<file path="src/adcgc_pkg.sv">
package adcgc_pkg;

    localparam logic [7:0] ADCGC_DRATE_ADDR = 8'h04;
    localparam logic [7:0] ADCGC_DRATE_RESET = 8'h14;
    localparam int ADCGC_DR_LSB = 0;
    localparam int ADCGC_DR_W = 4;
    localparam int ADCGC_LOWLAT_BIT = 4;
    localparam int ADCGC_SINGLE_BIT = 5;
    localparam int ADCGC_CHOP_BIT = 7;

    localparam int ADCGC_RES_W = 24;
    localparam int ADCGC_CNT_W = 20;
    localparam int ADCGC_FIFO_DEPTH = 16;

    // Last count of the ADC clock divider; one modulator_period is sixteen ADC clock cycles.
    localparam logic [3:0] ADCGC_MOD_DIV_LAST = 4'hf;
    // Default pre-conversion delay, in modulator periods, before each conversion of a pair.
    localparam logic [ADCGC_CNT_W-1:0] ADCGC_DELAY_MODULATOR_PERIOD = 20'h0000e;

    typedef enum logic [1:0] {
        ADCGC_IDLE = 2'b00,
        ADCGC_DELAY = 2'b01,
        ADCGC_CONV = 2'b11
    } adcgc_state_t;

    // Length of one settled conversion, in modulator periods, per filter and data rate.
    function automatic logic [ADCGC_CNT_W-1:0] adcgc_conv_len(input logic lowlat,
                                                              input logic [3:0] dr);
        logic [ADCGC_CNT_W-1:0] v;
        v = 20'h00000;
        if (lowlat)
        begin
            case (dr)
                4'h0: v = 20'd104065;
                4'h1: v = 20'd52865;
                4'h2: v = 20'd27265;
                4'h3: v = 20'd15425;
                4'h4: v = 20'd14465;
                4'h5: v = 20'd5160;
                4'h6: v = 20'd4329;
                4'h7: v = 20'd2600;
                4'h8: v = 20'd1320;
                4'h9: v = 20'd680;
                4'ha: v = 20'd360;
                4'hb: v = 20'd296;
                4'hc: v = 20'd168;
                default: v = 20'd104;
            endcase
        end
        else
        begin
            case (dr)
                4'h0: v = 20'd307265;
                4'h1: v = 20'd153665;
                4'h2: v = 20'd76865;
                4'h3: v = 20'd46145;
                4'h4: v = 20'd38465;
                4'h5: v = 20'd15425;
                4'h6: v = 20'd12857;
                4'h7: v = 20'd7745;
                4'h8: v = 20'd3905;
                4'h9: v = 20'd1985;
                4'ha: v = 20'd1025;
                4'hb: v = 20'd808;
                4'hc: v = 20'd424;
                default: v = 20'd232;
            endcase
        end
        return v;
    endfunction : adcgc_conv_len

    // Plain data period of continuous unchopped operation, in modulator periods.
    function automatic logic [ADCGC_CNT_W-1:0] adcgc_nominal_len(input logic [3:0] dr);
        logic [ADCGC_CNT_W-1:0] v;
        v = 20'h00000;
        case (dr)
            4'h0: v = 20'd102400;
            4'h1: v = 20'd51200;
            4'h2: v = 20'd25600;
            4'h3: v = 20'd15360;
            4'h4: v = 20'd12800;
            4'h5: v = 20'd5120;
            4'h6: v = 20'd4264;
            4'h7: v = 20'd2560;
            4'h8: v = 20'd1280;
            4'h9: v = 20'd640;
            4'ha: v = 20'd320;
            4'hb: v = 20'd256;
            4'hc: v = 20'd128;
            default: v = 20'd64;
        endcase
        return v;
    endfunction : adcgc_nominal_len

endpackage : adcgc_pkg

</file>
<file path="src/adcgc_stream_if.sv">
`timescale 1ns/1ps
interface adcgc_stream_if #(parameter int W = 24);
    logic [W-1:0] data;
    logic valid;
    logic ready;
    modport src (output data, output valid, input ready);
    modport snk (input data, input valid, output ready);
endinterface : adcgc_stream_if

</file>
<file path="src/adcgc_fifo.sv">
`timescale 1ns/1ps
module adcgc_fifo #(
    parameter int W = 24,
    parameter int DEPTH = 16
) (
    input wire logic ref_clk,
    input wire logic rst_n,
    adcgc_stream_if.snk in_s,
    adcgc_stream_if.src out_s
);
    localparam int AW = $clog2(DEPTH);

    logic [W-1:0] mem [DEPTH];
    logic [AW-1:0] wr_ptr_q, wr_ptr_d, rd_ptr_q, rd_ptr_d;
    logic [AW:0] count_q, count_d;
    logic [W-1:0] dout_q, dout_d;
    logic ov_q, ov_d;
    logic push, pop;

    assign in_s.ready = (count_q != DEPTH[AW:0]);
    assign out_s.data = dout_q;
    assign out_s.valid = ov_q;

    always_comb
    begin
        push = in_s.valid && in_s.ready;
        // The output stage refills whenever it is empty or being taken.
        pop = (count_q != '0) && (!ov_q || out_s.ready);
        wr_ptr_d = push ? wr_ptr_q + 1'b1 : wr_ptr_q;
        rd_ptr_d = pop ? rd_ptr_q + 1'b1 : rd_ptr_q;
        count_d = count_q + {{AW{1'b0}}, push} - {{AW{1'b0}}, pop};
        dout_d = pop ? mem[rd_ptr_q] : dout_q;
        ov_d = pop ? 1'b1 : (out_s.ready ? 1'b0 : ov_q);
    end

    always_ff @(posedge ref_clk)
    begin
        if (push)
        begin
            mem[wr_ptr_q] <= in_s.data;
        end
    end

    always_ff @(posedge ref_clk)
    begin
        if (!rst_n)
        begin
            wr_ptr_q <= '0;
            rd_ptr_q <= '0;
            count_q <= '0;
            dout_q <= '0;
            ov_q <= 1'b0;
        end
        else
        begin
            wr_ptr_q <= wr_ptr_d;
            rd_ptr_q <= rd_ptr_d;
            count_q <= count_d;
            dout_q <= dout_d;
            ov_q <= ov_d;
        end
    end
endmodule : adcgc_fifo

</file>
<file path="src/adcgc_sequencer.sv">
// Summary of operation
// - Chop sequence runs only while the chop bit of register 04h is set.
// - Chopped pair: first conversion normal polarity, second with inputs reversed.
// - Chopped result is half the difference of normal and reversed conversions, cancelling offset.
// - Low-latency filter: first chopped result after about two conversion periods.
// - Sinc3 filter: first chopped result after about six conversion periods.
// - Continuous chopped conversions after the first take one conversion length each, without the pre-conversion delay.
// - Continuous chop pipelines polarities; each data cycle halves the difference of the two latest.
// - Sequence starts on trigger pin rising edge or the start command strobe.
// - Low-latency chop periods follow the per-rate modulator period counts.
// - Pre-conversion delay precedes both conversions of a pair, 14 periods each by default.
// - All durations count ADC clock cycles, so they scale with that clock.
// - Sinc3 suppresses its first two unsettled outputs in every mode.
`timescale 1ns/1ps
module adcgc_sequencer
    import adcgc_pkg::*;
(
    input wire logic ref_clk,
    input wire logic rst_n,
    input wire logic start_pin,
    input wire logic start_cmd,
    input wire logic adc_clk_pin,
    input wire logic reg_wr_en,
    input wire logic [7:0] reg_addr,
    input wire logic [7:0] reg_wdata,
    output logic [7:0] reg_rdata,
    input wire logic [ADCGC_RES_W-1:0] mod_result,
    output logic polarity_swap,
    output logic conv_busy,
    output logic [ADCGC_RES_W-1:0] result_data,
    output logic result_valid,
    input wire logic result_ready
);
    // Results wait here while the host is slow to read; a full FIFO stalls the sequence.
    adcgc_stream_if #(.W(ADCGC_RES_W)) push_if ();
    adcgc_stream_if #(.W(ADCGC_RES_W)) pop_if ();

    adcgc_fifo #(.W(ADCGC_RES_W), .DEPTH(ADCGC_FIFO_DEPTH)) u_fifo (
        .ref_clk(ref_clk),
        .rst_n(rst_n),
        .in_s(push_if.snk),
        .out_s(pop_if.src)
    );

    assign result_data = pop_if.data;
    assign result_valid = pop_if.valid;
    assign pop_if.ready = result_ready;

    // Pin inputs come from outside this clock and are synchronised first.
    logic [1:0] start_sync_q;
    logic start_old_q;
    logic [1:0] aclk_sync_q;
    logic aclk_old_q;
    logic [3:0] div_q, div_d;

    adcgc_state_t state_q, state_d;
    logic [ADCGC_CNT_W-1:0] cnt_q, cnt_d, len_q, len_d;
    logic [7:0] cfg_q, cfg_d, rdata_d;
    logic pol_q, pol_d, have_q, have_d;
    logic [ADCGC_RES_W-1:0] prev_q, prev_d;
    logic tick, trig, cfg_wr, restart, chop, single, lowlat, done, push;
    logic [ADCGC_RES_W:0] diff;
    logic [ADCGC_RES_W-1:0] push_data;
    logic [3:0] dr;

    always_comb
    begin
        cfg_wr = reg_wr_en && (reg_addr == ADCGC_DRATE_ADDR);
        cfg_d = cfg_wr ? reg_wdata : cfg_q;
        rdata_d = (reg_addr == ADCGC_DRATE_ADDR) ? cfg_q : 8'h00;
        chop = cfg_q[ADCGC_CHOP_BIT];
        single = cfg_q[ADCGC_SINGLE_BIT];
        lowlat = cfg_q[ADCGC_LOWLAT_BIT];
        dr = cfg_q[ADCGC_DR_LSB +: ADCGC_DR_W];
        // One modulator period per sixteen ADC clock rising edges.
        // The divider runs free and a trigger does not clear it, so the first delay
        // period after a trigger may be up to one modulator period short.
        tick = aclk_sync_q[1] && !aclk_old_q && (div_q == ADCGC_MOD_DIV_LAST);
        div_d = (aclk_sync_q[1] && !aclk_old_q) ? div_q + 4'h1 : div_q;
        trig = (start_sync_q[1] && !start_old_q) || start_cmd;
        restart = trig || (cfg_wr && (reg_wdata[ADCGC_CHOP_BIT] != chop)
                           && (state_q != ADCGC_IDLE));
        done = (state_q == ADCGC_CONV) && (cnt_q == len_q);
        // The reversed conversion carries the signal negated, so the offset cancels.
        if (pol_q)
        begin
            diff = {prev_q[ADCGC_RES_W-1], prev_q} - {mod_result[ADCGC_RES_W-1], mod_result};
        end
        else
        begin
            diff = {mod_result[ADCGC_RES_W-1], mod_result} - {prev_q[ADCGC_RES_W-1], prev_q};
        end
        push_data = chop ? diff[ADCGC_RES_W:1] : mod_result;
        push = done && (!chop || have_q);
        push_if.valid = push;
        push_if.data = push_data;

        state_d = state_q;
        cnt_d = cnt_q;
        len_d = len_q;
        pol_d = pol_q;
        have_d = have_q;
        prev_d = prev_q;
        if (restart)
        begin
            // The sinc3 length spans three settling conversions, so the two unsettled
            // outputs never reach the FIFO.
            state_d = ADCGC_DELAY;
            cnt_d = '0;
            pol_d = 1'b0;
            have_d = 1'b0;
            len_d = adcgc_conv_len(cfg_d[ADCGC_LOWLAT_BIT], cfg_d[ADCGC_DR_LSB +: ADCGC_DR_W]);
        end
        else
        begin
            case (state_q)
                ADCGC_DELAY:
                begin
                    if (tick)
                    begin
                        if (cnt_q == ADCGC_DELAY_MODULATOR_PERIOD - 20'h1)
                        begin
                            cnt_d = '0;
                            state_d = ADCGC_CONV;
                        end
                        else
                        begin
                            cnt_d = cnt_q + 20'h1;
                        end
                    end
                end
                ADCGC_CONV:
                begin
                    if (!done)
                    begin
                        cnt_d = tick ? cnt_q + 20'h1 : cnt_q;
                    end
                    else if (chop && !have_q)
                    begin
                        // First of the pair taken; swap inputs and settle again.
                        prev_d = mod_result;
                        have_d = 1'b1;
                        pol_d = 1'b1;
                        cnt_d = '0;
                        state_d = ADCGC_DELAY;
                    end
                    else if (push_if.ready)
                    begin
                        prev_d = mod_result;
                        cnt_d = '0;
                        if (single)
                        begin
                            state_d = ADCGC_IDLE;
                            have_d = 1'b0;
                            pol_d = 1'b0;
                        end
                        else
                        begin
                            // Later chopped results need one new conversion each.
                            pol_d = chop ? !pol_q : 1'b0;
                            if (chop)
                            begin
                                len_d = adcgc_conv_len(lowlat, dr);
                            end
                            else
                            begin
                                len_d = adcgc_nominal_len(dr);
                            end
                            state_d = ADCGC_CONV;
                        end
                    end
                end
                default:
                begin
                    cnt_d = '0;
                end
            endcase
        end
    end

    always_ff @(posedge ref_clk)
    begin
        if (!rst_n)
        begin
            start_sync_q <= 2'b00;
            start_old_q <= 1'b0;
            aclk_sync_q <= 2'b00;
            aclk_old_q <= 1'b0;
            div_q <= 4'h0;
            state_q <= ADCGC_IDLE;
            cnt_q <= '0;
            len_q <= '0;
            cfg_q <= ADCGC_DRATE_RESET;
            reg_rdata <= 8'h00;
            pol_q <= 1'b0;
            have_q <= 1'b0;
            prev_q <= '0;
            polarity_swap <= 1'b0;
            conv_busy <= 1'b0;
        end
        else
        begin
            start_sync_q <= {start_sync_q[0], start_pin};
            start_old_q <= start_sync_q[1];
            aclk_sync_q <= {aclk_sync_q[0], adc_clk_pin};
            aclk_old_q <= aclk_sync_q[1];
            div_q <= div_d;
            state_q <= state_d;
            cnt_q <= cnt_d;
            len_q <= len_d;
            cfg_q <= cfg_d;
            reg_rdata <= rdata_d;
            pol_q <= pol_d;
            have_q <= have_d;
            prev_q <= prev_d;
            polarity_swap <= pol_d;
            conv_busy <= (state_d != ADCGC_IDLE);
        end
    end
endmodule : adcgc_sequencer

</file>
<file path="config.mk">
export PLATFORM = sky130hd
export DESIGN_NAME = adcgc_sequencer
export DESIGN_NICKNAME = d
export VERILOG_FILES = /design/src/adcgc_pkg.sv /design/src/adcgc_stream_if.sv /design/src/adcgc_fifo.sv /design/src/adcgc_sequencer.sv
export SDC_FILE = /design/constraint.sdc
export NUM_CORES = 1
export LEC_CHECK = 0
export BUFFER_PORTS_ARGS = -buffer_cell sky130_fd_sc_hd__buf_2
export CAP_MARGIN = 10
export CORE_UTILIZATION = 35
export DETAILED_ROUTE_END_ITERATION = 6
export GPL_TIMING_DRIVEN = 0
export SLEW_MARGIN = 20
export SYNTH_ARGS = -nofsm -noshare
export SYNTH_HDL_FRONTEND = slang
export SYNTH_SLANG_ARGS = --single-unit
</file>
<file path="constraint.sdc">
create_clock -name ref_clk -period 7.55 [get_ports ref_clk]
set_clock_uncertainty 0.1 [all_clocks]
set_input_delay 0.3775 -clock ref_clk [delete_from_list [all_inputs] [get_ports ref_clk]]
set_output_delay 0.3775 -clock ref_clk [all_outputs]
set_load 0.1 [all_outputs]
</file>
Word level (Yosys, flattened, before mapping) --
Memories as Yosys holds them, arrays and structs flattened. A register that Yosys moved wholly into a read port is not among the register bits. Index checks and enable logic that the tools add are counted.
Storage, ports and cells: bits in writable memories 384, input bits 47, output and inout bits 35, memories kept 6, bits in read-only memories 1200, flip-flop bits (word level) 109, logic and storage cells 129
Memories:
- u_fifo.mem | depth 16, bits a word 24, read ports 1, clocked after memory_dff 1, wr ports 1, RTL line adcgc_fifo.sv:13 | logic [W-1:0] mem [DEPTH];
- (name not given) | depth 16, bits a word 17, read ports 1, clocked after memory_dff 0, wr ports 0, RTL line adcgc_pkg.sv:52 | case (dr)
- (name not given) | depth 16, bits a word 17, read ports 1, clocked after memory_dff 1, wr ports 0, RTL line adcgc_pkg.sv:52
- (name not given) | depth 16, bits a word 14, read ports 1, clocked after memory_dff 0, wr ports 0, RTL line adcgc_pkg.sv:33 | case (dr)
- (name not given) | depth 16, bits a word 14, read ports 1, clocked after memory_dff 1, wr ports 0, RTL line adcgc_pkg.sv:33
- (name not given) | depth 16, bits a word 13, read ports 1, clocked after memory_dff 1, wr ports 0, RTL line adcgc_pkg.sv:76 | case (dr)
Cells by class: reduce and logical (&&, ||, !) cells 38, add/subtract/negate cells 8, equality and inequality tests 13, multiplexer cells 43, bitwise logic cells 2
Operator list (number):
- $mux 20 | 15
- $mux 24 | 3
- $sub 24x24->25 | 2
- $pmux 20 s2 | 1
- $mux 25 | 1
- $add 20x1->20 const B | 1
- $eq 20x20->1 | 1
- $eq 20x4->1 const B | 1
- $reduce_bool 2->1 | 8
- $mux 2 | 7
- $add 4x1->4 const B | 3
- $mux 4 | 3
- $logic_and 1x1->1 | 11
- $mux 1 | 11
- $eq 8x3->1 const B | 1
- $reduce_and 4->1 | 2
- $logic_not 1->1 | 7
- $reduce_and 3->1 | 2
- $add 5x1->5 | 1
- $mux 5 | 1
- $ne 5x5->1 const B | 1
- $reduce_and 5->1 | 1
- $reduce_bool 5->1 | 1
- $sub 5x1->5 | 1
- other kinds (13) | 18

Logic depth before layout (Yosys ltp) --
Gate-level depths: netlist (run 1).
depth in word-level cells 8, gate-level depth with buffers 14, mapped depth without buffers 13

By module --
Synthesis (run 1) repeated with hierarchy kept, for this count alone.
Second synthesis, totals: cell total of the unflattened synthesis 1846, area, all modules 24664.9 um^2
By module, submodules not included:
- adcgc_fifo | cells each 746, seq. area each 12291.8 um^2, times used 1, area each 16143.0 um^2
- adcgc_sequencer | cells each 1100, seq. area each 2462.4 um^2, times used 1, area each 8521.9 um^2

Worst setup path after synthesis (run 1) --
Ideal clock, no wire load.
path type register to register, from register cnt_q[5], to memory u_fifo.mem[1][0], enable pin, arrival time 3502 ps, path buffers 2, path slack 3513 ps, cell stages (with the launch flop) 10, data required time 7015 ps, setup time 435 ps, period minus slack after synthesis 4037 ps, cell sequence dfxtp_1 > buf_6 > or3_1 > a211oi_2 > and3_2 > and4_1 > and2_1 > clkbuf_1 > nand2_1 > nor3_1
On the way: longest elaborated chain between the ends 6
Ends and longest elaborated chain:
- from (decl) | RTL line adcgc_sequencer.sv:57 | logic [ADCGC_CNT_W-1:0] cnt_q, cnt_d, len_q, len_d;
- from (signal assigned) | RTL line adcgc_sequencer.sv:209 | cnt_q <= cnt_d;
- $eq 20x20->1 | RTL line adcgc_sequencer.sv:83 | done = (state_q == ADCGC_CONV) && (cnt_q == len_q);
- $logic_and 1x1->1 | RTL line adcgc_sequencer.sv:83
- $logic_and 1x1->1 | RTL line adcgc_sequencer.sv:94 | push = done && (!chop || have_q);
- $logic_and 1x1->1 | RTL line adcgc_fifo.sv:26 | push = in_s.valid && in_s.ready;
- $mux 1 | RTL line adcgc_fifo.sv:38 | if (push)
- $mux 1 (not written as such) | RTL line adcgc_fifo.sv:40 | mem[wr_ptr_q] <= in_s.data;
- to (decl) | RTL line adcgc_fifo.sv:13
No other way between the ends.

Worst setup path after layout (run 1) --
from register pol_q, to memory u_fifo.mem[13][2], data pin
On the way: longest elaborated chain between the ends 2
Ends and longest elaborated chain:
- from (decl) | RTL line adcgc_sequencer.sv:59 | logic pol_q, pol_d, have_q, have_d;
- from (signal assigned) | RTL line adcgc_sequencer.sv:213 | pol_q <= pol_d;
- $mux 25 | RTL line adcgc_sequencer.sv:85 | if (pol_q)
- $mux 24 | RTL line adcgc_sequencer.sv:93 | push_data = chop ? diff[ADCGC_RES_W:1] : mod_result;
- via push_data[2] | RTL line adcgc_sequencer.sv:63 | logic [ADCGC_RES_W-1:0] push_data;
The timed path passes the listed nets, and every way through them passes these cells.

==> run_results.csv, run 1 <==
group,metric,value,unit
sta,finalSetupViolations,0,
sta,report.final.slew_viol_count,0,
global_route,grt.met2_usage,0.301,
sta,fin_crit_sh,0.534,
setup_path,worstPathCellList,"clkbuf_1, clkbuf_1, clkbuf_1, buf_1, nor2_1, a21oi_1, xor2_1, a21oi_2",
setup_path,required,7.72,ns
finish,seqCellArea,14800,sq um
sta,hold_ws,0.0799,ns
sta,final_hold_viol_count,0,
clock_tree,path_clk_slew,0.06,ns
global_route,grt_max_degree,19,
global_route,grt.total_usage,0.177,
power,finalPower,8.11,mW
global_route,grt-ovfl-total,0,
route,wl,62.8,mm
clock_tree,cts-hold-fix-buffers,30,
route,final_antenna_net_count,0,
logic_synthesis,seq_area_frac_synth,0.606,
clock_tree,cts_setup_buffers,0,
logic_synthesis,synth.largest_area_cell,"edfxtp_1",
placed_design,dp.cells,2841,
finish,final_common_cell,"edfxtp_1",
route,drt-pass1-iter-count,6,
finish,final_cell_mix,"edfxtp_1, dfxtp_1, nand2_1",
setup_path,crit_top_cell,"clkbuf_1",
logic_synthesis,ys_warn_count,0,
logic_synthesis,synth_cell_types,77,
clock_tree,h-tree-depth,2,
placed_design,place_ws,3.25,ns
route,vias_per_cell,5.26,
setup_path,worstPathArrival,4.20,ns
global_route,use_met1,0.234,
clock_tree,cts_buffer_depth,3,
finish,postLayoutCellArea,28900,sq um
logic_synthesis,syn_area_per_cell,13.5,sq um
run,max-cap-violations,0,
clock_tree,numCtsBuffers,57,
finish,nFillCells,6358,
route,drc,0,
die,die_x,266,um
logic_synthesis,synth-seq-cells,545,
finish,area_delta_synth_final,18.6,%
route,vias,15700,
sta,slew_headroom,0.292,
global_route,grt_pass1_vias,15700,
clock_tree,clk-insertion-delay-late,0.65,ns
status,outcome,"finished, final reports clean",
sta,min_period,4.04,ns
die,core_area,68700,sq um
finish,final_util,0.420,
finish,nets,2123,
logic_synthesis,synth_edf_count,384,
die,io-pin-count,82,
setup_path,critical_path_class,"reg -> reg",
logic_synthesis,ys_top_cells_by_area,"edfxtp_1, dfxtp_1, mux4_2",
placed_design,numPortBuffers,81,
logic_synthesis,ys.flop_type,"edfxtp_1",
sta,rsz0062_at_grt,"false",
setup_path,worst_setup_path_start_kind,"flip-flop",
power,power_density,281,nW/um^2
placed_design,placed_cell_area,26600,sq um
finish,fin_cells,2981,
sta,tightest_slew,1.06,ns
placed_design,gp_congestion,0.880,
setup_path,reg2regPathDepth,8,
setup_path,end_kind,"flip-flop",
die,start_util,0.354,
die,num_rows,96,
clock_tree,cts_tree,"yes",
route,wl_per_cell,21.1,um
global_route,grt_pass1_wl,95.1,mm
finish,drive_gt1_frac,0.191,
logic_synthesis,syn_area,24300,sq um
min_path,hp-class,"in -> reg",
sta,max_freq,248,MHz
finish,multiInputGateArea,9040,sq um
power,vdd_drop_max,0.195,mV
global_route,grt_antenna_before_repair,2,
route,dr.first_iter.drc_count,1370,
logic_synthesis,synth_top_area_frac,0.474,
clock_tree,cts.sinks,545,
sta,worst_slack,3.51,ns
logic_synthesis,synth_cells,1796,
logic_synthesis,syn_nets,1919,
setup_path,critPathMaxStageDelay,0.72,ns
global_route,grt_use_met3,0.0319,
sta,tns,0,ns
global_route,busiest_layer,"met2",
setup_path,slowest_stage,"a21oi_2",
placed_design,dpl.hpwl,44.5,mm
die,die_h,266,um
setup_path,cp_max_fo,16,
logic_synthesis,async_reset_ff_frac,0,
power,p_leak,10.0,nW
clock_tree,cts-root-buf,"clkbuf_16",
min_path,hold_path_depth,3,
die,fp.dieArea,70600,sq um
clock_tree,cts_resized,0,
## flip-flops by register name, summed over array words and instances, names as in the netlist, 2 cells and up, named ones only
register / cells
u_fifo.count_q: 5
prev_q: 24
state_q: 2
cfg_q: 8
aclk_sync_q: 2
u_fifo.mem: 384
len_q: 16
u_fifo.rd_ptr_q: 4
reg_rdata: 8
u_fifo.wr_ptr_q: 4
cnt_q: 20
u_fifo.out_s.data: 24
start_sync_q: 2
div_q: 4
## synthesized netlist by cell type (4+ instances only)
library cell and count:
a211o_1 6, a211oi_1 12, a21o_1 20, a21oi_1 103, a311oi_1 4, a31o_2 4
a31oi_1 12, and2_1 21, and3_1 14, buf_1 16, buf_2 6, buf_6 4
clkbuf_1 70, dfxtp_1 161, edfxtp_1 384, ha_1 73, inv_1 81, mux2_2 9
mux2i_1 52, mux4_2 120, nand2_1 149, nand2b_1 8, nand3_1 24, nand4_1 23
nor2_1 132, nor2b_1 10, nor3_1 25, nor4_1 16, o211ai_1 16, o21a_1 7
o21ai_0 59, o21bai_1 4, o22ai_1 5, o311ai_0 4, o31ai_1 13, or3_1 4
or4_1 4, xnor2_1 26, xor2_1 30
## layer usage
layer  share of wire  routed length [um]
met4           0.021                1310
met1            0.43               26700
met5         0.00021                  13
met2            0.49               30900
met3           0.061                3840
## report_power, final
| group | switching (mW) | total [mW] | internal (mW) |
|---|---|---|---|
| clock | 1.20 | 2.92 | 1.71 |
| combinational | 1.20 | 1.88 | 0.676 |
| sequential | 0.0404 | 3.31 | 3.27 |
| total | 2.45 | 8.11 | 5.66 |
## cell families (layout without fill, tap and decap cells)
family,count (synthesis),after routing,synth area share
fa+ha+maj,76,76,0.0400
other cells,0,1,0
buf+inv,182,435,0.0299
flops,545,545,0.606
xor+xnor,56,56,0.0202
simple gates,445,445,0.0847
mux,181,181,0.137
compound gates,311,311,0.0822
## final cells by class
class,instances,area share
Inverter,84,0.0109
Timing Repair Buffer,145,0.0417
Multi-Input combinational cell,1069,0.313
Clock inverter,30,0.0151
Antenna cell,1,0.0000867
Clock buffer,78,0.0532
Tap cell,931,0.0404
Buffer,98,0.0143
Sequential cell,545,0.511
## worst max-delay path: cells and delay by family, from the launching register on
| kind | cells | cell delay, ns |
|---|---|---|
| AOI/OAI and AO/OA | 2 | 0.88 |
| DFF | 1 | 0.46 |
| xor gates and xnor gates | 1 | 0.11 |
| and+or+nand+nor | 1 | 0.12 |
| buffers and inverters | 4 | 1.98 |
## final timing paths
kind	startpoint	slack [ns]	endpoint
max	pol_q$_SDFFE_PP0P_	3.51	u_fifo.mem[13][2]$_DFFE_PP_
min	result_ready	0.08	u_fifo.out_s.valid$_SDFFE_PN0P_
min reg2reg	aclk_sync_q[0]$_SDFF_PN0_	0.33	aclk_sync_q[1]$_SDFF_PN0_
max reg2reg	pol_q$_SDFFE_PP0P_	3.51	u_fifo.mem[13][2]$_DFFE_PP_
Power figures use the tool's default switching activity.
==> run 2, diff against run 1 <==
Clock period 7.55 ns to 4.1 ns, I/O delays scaled along.
==> run 2 against run 1 <==
Compared with the run above:
- count of clock-buffer cells in the layout is the same
- combinational power is 84% higher
- sequential share of layout area fell by 0.077 points
- largest cell class unchanged
==> run_results.csv, run 2 (synthesis results as in run 1) <==
group,metric,value,unit
global_route,grt_pass1_vias,15700,
global_route,grt.total_usage,0.177,
placed_design,numPortBuffers,81,
placed_design,dpl.hpwl,44.5,mm
sta,report.final.slew_viol_count,0,
setup_path,cp-endpoint,"u_fifo.mem[5][1]$_DFFE_PP_",
finish,fin_cells,2983,
finish,final_cell_mix,"edfxtp_1, dfxtp_1, nand2_1",
die,core_area,68700,sq um
setup_path,rrSetupSlack,0.23,ns
setup_path,end_kind,"flip-flop",
global_route,grt-ovfl-total,0,
sta,finalSetupViolations,0,
global_route,grt_max_degree,19,
sta,final_hold_viol_count,0,
sta,max_freq,258,MHz
die,start_util,0.354,
global_route,grt_pass1_wl,95.0,mm
setup_path,r2r-start,"pol_q$_SDFFE_PP0P_",
placed_design,gp_congestion,0.880,
finish,area_delta_synth_final,18.8,%
clock_tree,cts-root-buf,"clkbuf_16",
clock_tree,path_clk_slew,0.06,ns
die,io-pin-count,82,
status,outcome,"finished, final reports clean",
clock_tree,numCtsBuffers,57,
finish,final_common_cell,"edfxtp_1",
finish,nets,2125,
die,die_h,266,um
min_path,hp-class,"in -> reg",
setup_path,worstPathArrival,4.06,ns
clock_tree,cts.sinks,545,
global_route,grt_antenna_before_repair,2,
power,p_leak,10.0,nW
clock_tree,cts_tree,"yes",
die,fp.dieArea,70600,sq um
setup_path,critPathLaunch,"pol_q$_SDFFE_PP0P_",
route,vias_per_cell,5.26,
finish,largest_reg_flops,384,
finish,drive_gt1_frac,0.191,
power,power_density,517,nW/um^2
setup_path,worst_setup_path_start_kind,"flip-flop",
setup_path,critical_path_class,"reg -> reg",
clock_tree,clk-insertion-delay-late,0.65,ns
sta,slew_headroom,0.293,
placed_design,dp.cells,2841,
finish,top_register,"u_fifo.mem",
sta,tightest_slew,1.06,ns
route,wl_per_cell,21.1,um
power,vdd_drop_max,0.358,mV
sta,fin_crit_sh,0.944,
die,die_x,266,um
run,max-cap-violations,0,
min_path,hold_path.startpoint,"reg_addr[6]",
route,drc,0,
clock_tree,h-tree-depth,2,
clock_tree,cts_setup_buffers,0,
route,drt-pass1-iter-count,6,
route,vias,15700,
route,wl,62.9,mm
die,num_rows,96,
route,dr.first_iter.drc_count,1471,
sta,min_period,3.87,ns
sta,rsz0062_at_grt,"false",
setup_path,reg2regPathDepth,7,
finish,postLayoutCellArea,28900,sq um
sta,hold_ws,0.0646,ns
setup_path,reg2reg_to,"u_fifo.mem[5][1]$_DFFE_PP_",
setup_path,cp_max_fo,16,
setup_path,required,4.29,ns
clock_tree,cts_buffer_depth,3,
route,final_antenna_net_count,0,
placed_design,placed_cell_area,26600,sq um
-- run 2: cell types whose count changed in the layout (fill, tap and decap cells not counted) --
cell           change
mux2i_4            +1
o21ai_4            +1
o21ai_2            -1
dlygate4sd3_1      +2
a21oi_2            -1
mux2i_2            -1
a21oi_4            +1
-- run 2: metal layers --
metal  share of wire  track usage  vias to the layer above
met5         0.00021            0                        -
met4           0.020       0.0461                        2
met3           0.062       0.0319                       86
met2            0.49        0.301                      521
met1            0.42        0.234                     7871
li1                -            -                     7207
-- run 2: what timing repair did --
action / CTS / global route
hold buffers: 32 / 0
setup endpoints to repair: 32 / 33
gates resized for setup: 2 / 3
endpoints found under the hold margin: 39 / 0
pin swaps: 0 / 0
-- run 2: final cells by class --
| cell class | instances | area [sq um] |
|---|---|---|
| clock buffer | 78 | 1540 |
| fill | 6360 | 39800 |
| antenna | 1 | 2.50 |
| buffer | 98 | 414 |
| inverter | 84 | 315 |
| multi-input combinational | 1069 | 9070 |
| tap | 931 | 1160 |
| timing repair buffer | 147 | 1220 |
| sequential | 545 | 14800 |
| clock inverter | 30 | 437 |
-- run 2: through the flow --
step	setup WS (ns)	util	TNS [ns]	power, mW
floorplan	0.0626	-	0	8.77
global placement	-2.27	0.377	-445.65	9.63
detailed placement	-0.205	0.386	-5.64	9.68
CTS	0.135	0.420	0	15.1
global route	0.0263	0.421	0	15.5
finish	0.230	0.421	0	14.9
-- run 2: power breakdown --
group / switching (mW) / internal (mW) / total, mW
clock network: 2.22 / 3.15 / 5.37
registers: 0.0767 / 6.03 / 6.11
logic: 2.21 / 1.25 / 3.46
-- run 2: critical path, stage by stage, from the launching register on --
cell,delay (ns)
dfxtp_1,0.45
clkbuf_1,0.37
clkbuf_1,0.52
clkbuf_1,0.52
buf_1,0.55
mux2i_1,0.29
xnor2_1,0.10
a21oi_2,0.63
-- run 2: worst min-delay path by stage --
stage | to | slack [ns] | depth (start not counted)
after floorplan | aclk_sync_q[0]$_SDFF_PN0_ | 0.23 | 1
after global placement | aclk_sync_q[0]$_SDFF_PN0_ | 0.32 | 2
after detailed placement | aclk_sync_q[0]$_SDFF_PN0_ | 0.32 | 2
after CTS | reg_rdata[6]$_SDFF_PN0_ | 0.04 | 4
after global routing | reg_rdata[4]$_SDFF_PN0_ | 0.08 | 4
final | reg_rdata[4]$_SDFF_PN0_ | 0.06 | 4
==> run 3, diff against run 2 <==
Settings changed: RECOVER_POWER set to 50.
==> run 3 against run 2 <==
Compared with the run above:
- the flow now finishes with violations (max-capacitance violations, max-slew violations)
- clock power hardly changed
- worst hold slack better by 0.0068 ns
- maximum frequency is 1.5% lower
- routed wire length hardly changed
- non-clock buffer count stayed put
- sequential power hardly changed
- via count is 0.46% higher
- sequential cell count stayed put
- total power is 0.11% lower
- critical path type unchanged
- largest cell class unchanged
==> run_results.csv, run 3 (synthesis results as in run 1) <==
group,metric,value,unit
status,outcome,"finished, violations left",
status,violations,"max-capacitance violations, max-slew violations",
finish,top_register,"u_fifo.mem",
setup_path,critical_path_class,"reg -> reg",
sta,tns,0,ns
global_route,grt.total_usage,0.177,
finish,largest_reg_flops,384,
global_route,grt_max_degree,19,
route,wl_per_cell,21.1,um
clock_tree,h-tree-depth,2,
sta,rsz0062_at_grt,"false",
finish,final_cell_mix,"edfxtp_1, dfxtp_1, nand2_1",
route,final_antenna_net_count,0,
power,power_density,519,nW/um^2
die,core_area,68700,sq um
placed_design,placed_cell_area,26600,sq um
die,die_h,266,um
clock_tree,cts_buffer_depth,3,
run,max-cap-violations,1,
placed_design,dpl.hpwl,44.5,mm
setup_path,worstPathArrival,4.11,ns
clock_tree,path_clk_slew,0.06,ns
placed_design,numPortBuffers,81,
route,vias_per_cell,5.28,
finish,nFillCells,6406,
sta,tightest_slew,1.69,ns
sta,fin_crit_sh,0.958,
global_route,grt-ovfl-total,0,
setup_path,required,4.29,ns
sta,final_hold_viol_count,0,
global_route,grt_pass1_vias,15700,
setup_path,cp_max_fo,16,
sta,worst_slack,0.173,ns
route,wl,62.9,mm
setup_path,critPathLaunch,"pol_q$_SDFFE_PP0P_",
route,dr.first_iter.drc_count,1427,
finish,area_delta_synth_final,18.1,%
min_path,hold_path.startpoint,"reg_addr[6]",
finish,drive_gt1_frac,0.158,
power,p_leak,9.81,nW
clock_tree,cts-root-buf,"clkbuf_16",
route,drt-pass1-iter-count,5,
power,vdd_drop_max,0.356,mV
sta,finalSetupViolations,0,
finish,final_common_cell,"edfxtp_1",
global_route,grt_antenna_before_repair,2,
setup_path,worst_setup_path_start_kind,"flip-flop",
sta,report.final.slew_viol_count,13,
global_route,grt_pass1_wl,95.0,mm
clock_tree,clk-insertion-delay-late,0.65,ns
setup_path,r2r-start,"pol_q$_SDFFE_PP0P_",
min_path,hp-class,"in -> reg",
die,start_util,0.354,
route,vias,15800,
route,drc,0,
finish,nets,2125,
placed_design,place_ws,-0.205,ns
clock_tree,cts_tree,"yes",
sta,min_period,3.93,ns
die,die_x,266,um
die,num_rows,96,
setup_path,end_kind,"flip-flop",
placed_design,gp_congestion,0.880,
clock_tree,numCtsBuffers,57,
finish,postLayoutCellArea,28700,sq um
finish,final_util,0.418,
sta,slew_headroom,-0.128,
sta,max_freq,255,MHz
clock_tree,cts.sinks,545,
die,fp.dieArea,70600,sq um
die,io-pin-count,82,
-- run 3: cell count changes in the layout (fill, tap and decap cells not counted), sizes merged --
cell    change
buf        -54
clkbuf     +54
-- run 3: metal layers --
| layer | part of all wire | GRT usage | up-vias |
|---|---|---|---|
| li1 | - | - | 7200 |
| met1 | 0.42 | 0.234 | 7918 |
| met2 | 0.49 | 0.301 | 557 |
| met3 | 0.066 | 0.0319 | 82 |
| met4 | 0.020 | 0.0461 | 2 |
| met5 | 0.00021 | 0 | - |
-- run 3: final cells by class --
| type | count | area, sq um | share of cell area |
|---|---|---|---|
| sequential | 545 | 14800 | 0.514 |
| timing repair buffer | 147 | 1150 | 0.0401 |
| inverter | 84 | 315 | 0.0110 |
| multi-input combinational | 1069 | 8980 | 0.313 |
| tap | 931 | 1160 | 0.0406 |
| clock inverter | 30 | 437 | 0.0152 |
| clock buffer | 78 | 1540 | 0.0534 |
| antenna | 1 | 2.50 | 0.0000871 |
| buffer | 98 | 385 | 0.0134 |
-- run 3: path summary, 6_finish.rpt --
path	endpoint	slack (ns)	depth (start not counted)
setup / recovery	u_fifo.mem[10][20]$_DFFE_PP_	0.17	10
hold / removal	reg_rdata[2]$_SDFF_PN0_	0.07	4
setup reg to reg	u_fifo.mem[10][20]$_DFFE_PP_	0.17	10
hold reg to reg	aclk_sync_q[1]$_SDFF_PN0_	0.33	1
-- run 3: through the flow --
stage | power [mW] | cells | hold slack (ns)
floorplan | 8.77 | 1796 | 0.232
global placement | 9.63 | 2808 | 0.324
detailed placement | 9.68 | 2841 | 0.321
CTS | 15.1 | 2981 | 0.0417
global route | 15.5 | 2983 | 0.0836
finish | 14.9 | 2983 | 0.0714
-- run 3: timing repair --
| item | in CTS | in global routing |
|---|---|---|
| setup endpoints to repair | 32 | 33 |
| gates resized for setup | 2 | 3 |
| setup buffers | 0 | 0 |
| hold endpoints to repair | 39 | 0 |
| hold buffers | 32 | 0 |
-- run 3: power breakdown --
group          total, mW  switching, mW  internal, mW
Sequential          6.11         0.0801          6.03
Clock               5.37           2.22          3.15
Combinational       3.44           2.22          1.22
-- run 3: critical path: stages (launching register included) --
cell and delay, ns:
dfxtp_1 0.46, clkbuf_1 0.36, clkbuf_1 0.53, clkbuf_1 0.51, nor2_1 0.12, o21ai_0 0.11, a2bb2oi_1 0.09, o31ai_1 0.16
nand2_1 0.11, o311ai_0 0.36, clkbuf_1 0.66
